`src/rsl_pkg.sv`:
```
// Shared constants and types for the reset strap latch block
package rsl_pkg;

	// ****************************************************************
	// Register indexes on the management port
	// ****************************************************************
	localparam logic [4:0] RSL_REG_CTRL = 5'h00;
	localparam logic [4:0] RSL_REG_ADV = 5'h04;
	localparam logic [4:0] RSL_REG_MISC = 5'h16;
	localparam logic [4:0] RSL_REG_STRAP = 5'h1B;

	// ****************************************************************
	// Field positions
	// ****************************************************************
	localparam int RSL_CTRL_SPEED = 13;
	localparam int RSL_CTRL_ANEG = 12;
	localparam int RSL_CTRL_ISO = 10;
	localparam int RSL_CTRL_DUPLEX = 8;
	localparam int RSL_ADV_100FD = 8;
	localparam int RSL_ADV_100HD = 7;
	localparam int RSL_ADV_10FD = 6;
	localparam int RSL_ADV_10HD = 5;
	localparam int RSL_MISC_BCOFF = 9;

	// ****************************************************************
	// Codes and reset values
	// ****************************************************************
	localparam logic [2:0] RSL_MODE_MII = 3'h0;
	localparam logic [2:0] RSL_MODE_B2B = 3'h6;
	localparam logic [1:0] RSL_ADDR_HI = 2'h0;
	localparam logic [4:0] RSL_ADV_SELECTOR = 5'h01;
	localparam logic [15:0] RSL_RD_ZERO = 16'h0000;
	// Pull defaults in strap order, nand_tree_n down to mgmt_addr
	localparam logic [11:0] RSL_STRAP_DFLT = 12'hB81;

	// Strap pins, one bit per pin, as they sit on the pads
	typedef struct packed {
		logic nand_tree_n_strap;
		logic bcast_disable_strap;
		logic autoneg_en_strap;
		logic duplex_half_strap;
		logic speed_100_strap;
		logic isolate_strap;
		logic [2:0] iface_mode_strap;
		logic [2:0] mgmt_addr_strap;
	} rsl_straps_t;

	// Configuration handed to the mode logic
	typedef struct packed {
		logic [4:0] mgmt_addr;
		logic addr0_bcast;
		logic [2:0] iface_mode;
		logic mode_b2b;
		logic mode_reserved;
		logic nand_tree_en;
		logic isolate;
		logic speed_100;
		logic full_duplex;
		logic autoneg_en;
	} rsl_cfg_t;

endpackage

```
`src/rsl_strap_pad.sv`:
```
// Strap pad group: input while in reset, capture, then normal output
`timescale 1ns/10ps
module rsl_strap_pad #(
	parameter int W = 12,
	parameter logic [W-1:0] RST_VAL = '0
) (
	// Clock and reset
	input wire logic i_clk,
	input wire logic i_rst,
	// Control
	input wire logic i_capture,
	input wire logic i_drive,
	// Pads
	input wire logic [W-1:0] i_pin,
	input wire logic [W-1:0] i_func,
	output logic [W-1:0] o_captured,
	output logic [W-1:0] o_pin_out,
	output logic [W-1:0] o_pin_oe_n
);

	logic [W-1:0] cap_r;
	logic [W-1:0] out_r;

	// Capture once on release; reset shows the pull defaults
	always_ff @(posedge i_clk) begin
		if (i_rst) begin
			cap_r <= RST_VAL;
		end else if (i_capture) begin
			cap_r <= i_pin;
		end
	end

	// Output data held low until the pads turn around
	always_ff @(posedge i_clk) begin
		if (i_rst) begin
			out_r <= '0;
		end else begin
			out_r <= i_drive ? i_func : '0;
		end
	end

	// Pads float while the board pulls set the level
	assign o_pin_oe_n = {W{~i_drive}};
	assign o_pin_out = out_r;
	assign o_captured = cap_r;

endmodule

```
`src/rsl_reset_strap_latch.sv`:
```
// Reset strap latch: pad capture, strap-loaded registers, config out
//
// Overview of operation
// - Sample all straps once at reset release
// - Pads are pulled inputs in reset, outputs after
// - Address low bits from straps, default one
// - Address upper two bits are always zero
// - Address zero broadcast unless strap or software
// - Mode 000 normal, 110 back-to-back, rest reserved
// - Isolate strap loads control bit ten
// - Speed strap sets speed and advertised abilities
// - Speed strap loads control bit thirteen
// - Duplex strap loads control bit eight, inverted
// - Autoneg strap loads control bit twelve
// - Broadcast-disable strap held internally
// - Active-low NAND-tree strap enables test mode
//
// Strobed register access and the placing of the registers were decided locally.
`timescale 1ns/10ps
module rsl_reset_strap_latch
	import rsl_pkg::*;
#(
	parameter int AW = 5,
	parameter int DW = 16
) (
	// Clock and chip reset
	input wire logic i_ref_clk,
	input wire logic i_rst,
	// Strap pads
	input wire rsl_straps_t i_strap_in,
	input wire rsl_straps_t i_strap_func,
	output rsl_straps_t o_strap_out,
	output rsl_straps_t o_strap_oe_n,
	// Register port
	input wire logic [AW-1:0] i_addr,
	input wire logic [DW-1:0] i_wdata,
	input wire logic i_wr,
	input wire logic i_rd,
	output logic [DW-1:0] o_rdata,
	// Configuration to the mode logic
	output rsl_cfg_t o_cfg,
	output logic o_cfg_valid
);

	// ****************************************************************
	// Register index decode
	// ****************************************************************
	// One compare shared by the write strobes and the read mux, so the
	// two sides can never disagree on which index a register owns
	function automatic logic reg_hit(input logic [AW-1:0] a,
		input logic [4:0] idx);
		return a == AW'(idx);
	endfunction

	// ****************************************************************
	// Release detection
	// ****************************************************************
	logic rst_d_r;
	logic done_r;
	logic release_w;

	// Reset is synchronous, so the first low cycle is the release edge
	always_ff @(posedge i_ref_clk) begin
		if (i_rst) begin
			rst_d_r <= 1'b1;
			done_r <= 1'b0;
		end else begin
			rst_d_r <= 1'b0;
			done_r <= done_r | release_w;
		end
	end

	assign release_w = rst_d_r & ~i_rst;

	// ****************************************************************
	// Pads and captured straps
	// ****************************************************************
	logic [11:0] cap_w;
	rsl_straps_t cap_s;
	logic [11:0] pad_out_w;
	logic [11:0] pad_oe_n_w;

	// Pads stay inputs through the release cycle so the capture sees
	// the board pulls rather than our own drive
	rsl_strap_pad #(
		.W(12),
		.RST_VAL(RSL_STRAP_DFLT)
	) u_pad (
		.i_clk(i_ref_clk),
		.i_rst(i_rst),
		.i_capture(release_w),
		.i_drive(done_r),
		.i_pin(i_strap_in),
		.i_func(i_strap_func),
		.o_captured(cap_w),
		.o_pin_out(pad_out_w),
		.o_pin_oe_n(pad_oe_n_w)
	);

	assign cap_s = rsl_straps_t'(cap_w);
	assign o_strap_out = rsl_straps_t'(pad_out_w);
	assign o_strap_oe_n = rsl_straps_t'(pad_oe_n_w);

	// ****************************************************************
	// Strap-loaded register bits
	// ****************************************************************
	logic spd_r;
	logic aneg_r;
	logic iso_r;
	logic fdx_r;
	logic [3:0] adv_r;
	logic bcoff_sw_r;
	logic wr_ctrl_w;
	logic wr_adv_w;
	logic wr_misc_w;

	assign wr_ctrl_w = i_wr && reg_hit(i_addr, RSL_REG_CTRL);
	assign wr_adv_w = i_wr && reg_hit(i_addr, RSL_REG_ADV);
	assign wr_misc_w = i_wr && reg_hit(i_addr, RSL_REG_MISC);

	// Control bits: reset shows the pull defaults, release loads pins,
	// otherwise only a software write moves them
	always_ff @(posedge i_ref_clk) begin
		if (i_rst) begin
			spd_r <= 1'b1;
			aneg_r <= 1'b1;
			iso_r <= 1'b0;
			fdx_r <= 1'b0;
		end else if (release_w) begin
			spd_r <= i_strap_in.speed_100_strap;
			aneg_r <= i_strap_in.autoneg_en_strap;
			iso_r <= i_strap_in.isolate_strap;
			fdx_r <= ~i_strap_in.duplex_half_strap;
		end else if (wr_ctrl_w) begin
			spd_r <= i_wdata[RSL_CTRL_SPEED];
			aneg_r <= i_wdata[RSL_CTRL_ANEG];
			iso_r <= i_wdata[RSL_CTRL_ISO];
			fdx_r <= i_wdata[RSL_CTRL_DUPLEX];
		end
	end

	// Advertised abilities: a 10 Mbps strap withdraws both 100 bits
	always_ff @(posedge i_ref_clk) begin
		if (i_rst) begin
			adv_r <= 4'hF;
		end else if (release_w) begin
			adv_r <= {{2{i_strap_in.speed_100_strap}}, 2'h3};
		end else if (wr_adv_w) begin
			adv_r <= i_wdata[RSL_ADV_100FD:RSL_ADV_10HD];
		end
	end

	// Software broadcast-off; straps cannot clear it, only reset or a software write of zero can
	always_ff @(posedge i_ref_clk) begin
		if (i_rst) begin
			bcoff_sw_r <= 1'b0;
		end else if (wr_misc_w) begin
			bcoff_sw_r <= i_wdata[RSL_MISC_BCOFF];
		end
	end

	// ****************************************************************
	// Configuration outputs
	// ****************************************************************
	logic bcast_w;
	logic [2:0] mode_w;

	assign mode_w = cap_s.iface_mode_strap;
	assign bcast_w = ~(cap_s.bcast_disable_strap | bcoff_sw_r);
	assign o_cfg.mgmt_addr = {RSL_ADDR_HI, cap_s.mgmt_addr_strap};
	assign o_cfg.addr0_bcast = bcast_w;
	assign o_cfg.iface_mode = mode_w;
	assign o_cfg.mode_b2b = (mode_w == RSL_MODE_B2B);
	// Reserved codes are flagged so the mode logic can fall back
	assign o_cfg.mode_reserved = (mode_w != RSL_MODE_B2B) &&
		(mode_w != RSL_MODE_MII);
	assign o_cfg.nand_tree_en = ~cap_s.nand_tree_n_strap;
	assign o_cfg.isolate = iso_r;
	assign o_cfg.speed_100 = spd_r;
	assign o_cfg.full_duplex = fdx_r;
	assign o_cfg.autoneg_en = aneg_r;
	assign o_cfg_valid = done_r;

	// ****************************************************************
	// Register read port
	// ****************************************************************
	logic [DW-1:0] ctrl_rd_w;
	logic [DW-1:0] adv_rd_w;
	logic [DW-1:0] misc_rd_w;
	logic [DW-1:0] strap_rd_w;
	logic [DW-1:0] rd_mux_w;
	logic [DW-1:0] rdata_r;

	// Unlisted bits read zero
	assign ctrl_rd_w = {2'h0, spd_r, aneg_r, 1'b0, iso_r, 1'b0, fdx_r,
		8'h00};
	assign adv_rd_w = {7'h00, adv_r, RSL_ADV_SELECTOR};
	assign misc_rd_w = {6'h00, bcoff_sw_r, 9'h000};
	// Raw captured straps, for software to see what the board set
	assign strap_rd_w = {4'h0, cap_w};
	assign rd_mux_w =
		reg_hit(i_addr, RSL_REG_CTRL) ? ctrl_rd_w :
		reg_hit(i_addr, RSL_REG_ADV) ? adv_rd_w :
		reg_hit(i_addr, RSL_REG_MISC) ? misc_rd_w :
		reg_hit(i_addr, RSL_REG_STRAP) ? strap_rd_w : RSL_RD_ZERO;

	// Data stands for exactly one cycle after the strobe
	always_ff @(posedge i_ref_clk) begin
		if (i_rst) begin
			rdata_r <= RSL_RD_ZERO;
		end else begin
			rdata_r <= i_rd ? rd_mux_w : RSL_RD_ZERO;
		end
	end

	assign o_rdata = rdata_r;
endmodule

```
`config.mk`:
```
export PLATFORM = sky130hd
export DESIGN_NAME = rsl_reset_strap_latch
export DESIGN_NICKNAME = d
export VERILOG_FILES = /design/src/rsl_pkg.sv /design/src/rsl_strap_pad.sv /design/src/rsl_reset_strap_latch.sv
export SDC_FILE = /design/constraint.sdc
export NUM_CORES = 1
export LEC_CHECK = 0
export ABC_CLOCK_PERIOD_IN_PS = 1800
export BUFFER_PORTS_ARGS = -buffer_cell sky130_fd_sc_hd__buf_4
export CAP_MARGIN = 30
export CORE_UTILIZATION = 40
export DETAILED_ROUTE_END_ITERATION = 7
export MAX_ROUTING_LAYER = met4
export PLACE_DENSITY_LB_ADDON = 0.12
export SLEW_MARGIN = 20
export SYNTH_ARGS = -nofsm -noshare
export SYNTH_HDL_FRONTEND = slang
export SYNTH_SLANG_ARGS = --single-unit
```
`constraint.sdc`:
```
create_clock -name i_ref_clk -period 1.8 [get_ports i_ref_clk]
set_input_delay 0.36 -clock i_ref_clk [delete_from_list [all_inputs] [get_ports i_ref_clk]]
set_output_delay 0.36 -clock i_ref_clk [all_outputs]
set_load 0.01 [all_outputs]
```
# Yosys cells after proc, flatten, opt, wreduce, memory -nomap -nowiden
# Cells that the tools add are included.
[word_totals] regBits=51 input_bits=49
[classes] n_eq_ne=5 bitwise_logic=10 n_reduce_logical=15 mux=15
[op_table] operator="12-bit two-way mux" count=3
[op_table] operator="14-bit two-way mux" count=1
[op_table] operator="5-bit equality test (second input constant)" count=2
[op_table] operator="1-bit two-way mux" count=9
[op_table] operator="4-bit two-way mux" count=2
[op_table] operator="1-bit NOT" count=7
[op_table] operator="2-bit OR reduction" count=3
[op_table] operator="6-bit OR reduction" count=1
[op_table] operator="5-bit by 3-bit equality test with 1-bit output (second input constant)" count=1
[op_table] operator="5-bit zero test" count=1
[op_table] operator="5-bit OR reduction" count=1
[op_table] operator="1-bit logical AND" count=4
[op_table] operator="2-bit nonzero test" count=2
[op_table] operator="4-bit OR reduction" count=1
[op_table] operator="3-bit equality test (second input constant)" count=1
[op_table] operator="3-bit != test (second input constant)" count=1
[op_table] operator="3-bit nonzero test" count=1
[op_table] operator="3-bit OR reduction" count=1
[op_table] operator="1-bit bitwise OR" count=2
[op_table] operator="1-bit bitwise AND" count=1

# Longest topological paths before layout
[logic_depth] depth_word=5 depth_mapped=5 mapped_depth_nobuf=3

# By module
# A second synthesis with hierarchy kept.
[hier_totals] cells_unflattened=202 area_unflattened_um2=2054.5
[modules_own_cells] module="rsl_reset_strap_latch" area_per_inst_um2=1196.1 n_inst=1 cells_each=125 seq_area_each_um2=500.5
[modules_own_cells] module="rsl_strap_pad" area_per_inst_um2=858.3 n_inst=1 cells_each=77 seq_area_each_um2=480.5

# Worst setup path before layout
# OpenSTA, ideal clock, no wires.
[synth_path] path_kind="input-to-reg" start="input i_addr[0]" end="register fdx_r" setup_slack_ps=103 path_stages=4 t_required_ps=1678 path_buffers=1 setup_time_ps=122 t_arrival_ps=1576 cell_sequence="or4_4 > buf_6 > or4_1 > o311a_1"
[synth_between] elab_chain_len=3
[synth_rtl] item="start, declared" line="rsl_reset_strap_latch.sv:35" source="input wire logic [AW-1:0] i_addr,"
[synth_rtl] item="5-bit zero test" line="rsl_reset_strap_latch.sv:52" source="return a == AW'(idx);"
[synth_rtl] item="1-bit logical AND" line="rsl_reset_strap_latch.sv:117" source="assign wr_ctrl_w = i_wr && reg_hit(i_addr, RSL_REG_CTRL);"
[synth_rtl] item="2-bit nonzero test (no line)"
[synth_rtl] item="end signal, assigned" line="rsl_reset_strap_latch.sv:133" source="fdx_r <= ~i_strap_in.duplex_half_strap;"
[synth_rtl] item="end signal, assigned" line="rsl_reset_strap_latch.sv:138" source="fdx_r <= i_wdata[RSL_CTRL_DUPLEX];"
[synth_rtl] item="end, declared" line="rsl_reset_strap_latch.sv:110" source="logic fdx_r;"
# No other way between the ends.
# A chain may end at the register's enable or synchronous reset.

==> summary.md <==
| Metric | Value |
|---|---|
| Outcome | complete, no violations |
| 1st-iter DRT viols | about 50 |
| Die span in x | 71.9 um |
| Cells after Synth | 208 |
| Normalized max-slew margin | 66.5% |
| WS Path Type | register to output port |
| RD Place Congestion | around 0.75 |
| Peak Freq | 619 MHz |
| Clk_lat worst skew | slightly below 0.3 ns |
| Top cells by area, synth | dfxtp_1 (50%), buf_4 (10%), mux2i_1 (5.1%) |
| Req. time, crit path | 1.44 ns |
| GRT Resource Usage Total | 17.6% |
| DP HPWL | 3.24 mm |
| Synthesis-to-finish area growth | 36.1% |
| Post-synth top area cell | dfxtp_1 |
| Critical Path Slowest Stage Cell | dfxtp_1 |
| EDFF count, synth | 0 |
| Multi-input gate area | 718 sq um |
| Register area share after synthesis | 50.2% |
| Via density | 4.64 |
| Max incr delay on CP | 0.37 ns |
| Inserted Clock Buffers | 5 |
| Final hold vios | 0 |
| Share of flip-flops with an asynchronous set or reset | 0% |
| Number of cells upsized or downsized after cts | 0 |
| Height of the die | 71.9 um |
| Pleak | 1.28 nW |
| Hold buffer count at CTS | 0 |
| Final antenna-violating net count | 0 |
| Max_cap viols | 0 |
| Initial antenna violation count | 0 |
| Final Skew | 0.00433 ns |
| Share of cells above drive strength 1 | 39.8% |
| Total clock sinks | 49 |
| Post-synth cell types | 33 |
| Critical-path maximum fanout | 5 |
| First-pass GRT wire length | roughly 6.9 mm |
| Worst IR drop on VDD | roughly 0.00032 V |
| Core Region | 4720 sq um |
| Final setup violation count | 0 |
| Total Wirelength | approximately 4.3 mm |
| Mean routed wirelength per cell | between 10 and 15 um |
| Clock slew at reported path FFs | 0.08 ns |
| CTS root buf | clkbuf_8 |
| GR Overflow Total | 0 |
| Drt first pass iters | 4 |
| Buffers on Ports | 93 |
| Top Ports | 106 |
| Post-Syn Area | 1960 sq um |
| Ys Warns | 0 |
| CTS tree | done |
| Crit path DAT | 1.26 ns |
| Syn Area/Cell | 9.40 sq um |
| Minimum clock period | roughly 1.6 ns |
| Top delay family on crit path | flip-flops |
| RSZ-0062 raised after global routing | false |
| Vias in the first global route | 1482 |
| Bufs and invs on worst path | 1 |
| Setup_tns | 0 ns |
| CP endpoint kind | output port |
| Yosys reg bits | 49 |
| Final Total Pwr | between 2 and 2.5 mW |
| Initial Util | 41.4% |
| Vias | 1630 |
| Drc violations | 0 |
| Most numerous cell in the Yosys netlist | dfxtp_1 |
| Top-area cell type share of the netlist area | between 50% and 60% |
| Register Area | between 900 and 1000 sq um |
| Hold Slack | 0.280 ns |
| Cell Count, Final, Fillers Out | between 300 and 400 |
| CTS Buffer Depth | 2 |
| Nets | between 300 and 400 |
| Slew @ Worst Pin | ~0.5 ns |
| Worst hold path class | primary input to register |
| # diodes | 0 |
| Post-CTS setup buffers | 0 |
| Post-synth top cells | dfxtp_1 (49), buf_4 (26), nor2_1 (22) |
| CP Launch Type | register |
| Largest net degree at the start of global routing | 22 |
| Row count | 25 |
| Final Cycle Share | 89.8% |
| Power Dens Cells | around 800 nW/um^2 |
| Crit path cell chain | or2_2 > a21o_1 > buf_4 |
| CTS HTree Levels | 2 |
| Max-slew violation count | 0 |
| Die area | slightly above 5000 sq um |
| Placed cells | 343 |
| FILL cells | 471 |
| Post-synth top flop | dfxtp_1 |
## state kept, by name (all words and copies together), names as in the netlist, 4 cells and up
| name | count |
|---|---|
| u_pad.o_pin_out | 12 |
| o_rdata | 14 |
| adv_r | 4 |
| u_pad.o_captured | 12 |
## layout by cell type (no fill, tap or decap), drive strengths merged, types with 2 or more instances in the layout
cell type and instances:
buf 103, dfxtp 49, nor2 22, and3 15, mux2i 10, nand2 9, and2 6, clkbuf 6
inv 5, o21ai 5, nand3 5, a211oi 5, a32oi 5, nor4 4, nand4 4, nor3 4
conb 4, nand2b 3, a2111oi 3, a21oi 3, or2 2, nor2b 2, clkinvlp 2, or4 2
## worst min-delay path: stages
cell	delay [ns]
buf_4	0.07
mux2i_1	0.05
nand2_1	0.06
## worst paths after layout
kind / from / endpoint / slack, ns / cells past startpoint
min: i_strap_in[0] / u_pad.o_captured[0] / 0.28 / 3
min reg2reg: u_pad.o_captured[11] / o_rdata[11] / 0.46 / 1
max: u_pad.o_captured[5] / o_cfg[5] / 0.18 / 3
max reg2reg: rst_d_r / adv_r[2] / 0.46 / 3
## where the power goes
part           switching [mW]  total (mW)  internal, mW
combinational           0.137       0.304         0.167
sequential             0.0267        1.15          1.12
clock                   0.359       0.634         0.274
total                   0.523        2.09          1.56
## layer usage
metal | wire (um) | part of all wire (%) | global-route usage, % | vias up
met1 | 2040 | 47 | 22.4 | 731
met3 | 227 | 5.2 | 4.72 | 2
met4 | 20 | 0.46 | 4.58 | 0
met5 | 0 | 0 | - | -
met2 | 2050 | 47 | 27.8 | 58
li1 | - | - | - | 839
## cells by family (layout without fill, tap and decap cells)
family / after synthesis / count (layout) / synth area share, %
flops: 49 / 49 / 50.2
compound gates: 24 / 24 / 8.83
other cells: 1 / 4 / 0.192
buf+inv: 43 / 116 / 13.7
mux: 10 / 10 / 5.12
simple gates: 81 / 81 / 22.0
## per-stage QoR
step	cell area (sq um)	setup WS [ns]	util (%)
CTS	2660	0.169	56.4
global placement	2570	0.0755	54.5
floorplan	1970	0.103	-
global route	2660	0.122	56.4
detailed placement	2570	0.0704	54.5
finish	2660	0.184	56.4
## final cells by class
cell class                      count  area share, %
Timing Repair Buffer              103           29.0
Tap cell                           67           3.15
Sequential cell                    49           36.8
Clock buffer                        6           2.73
Clock inverter                      2          0.564
Multi-Input combinational cell    119           27.0
Inverter                            5          0.705
(Power assumes the default switching activity.)
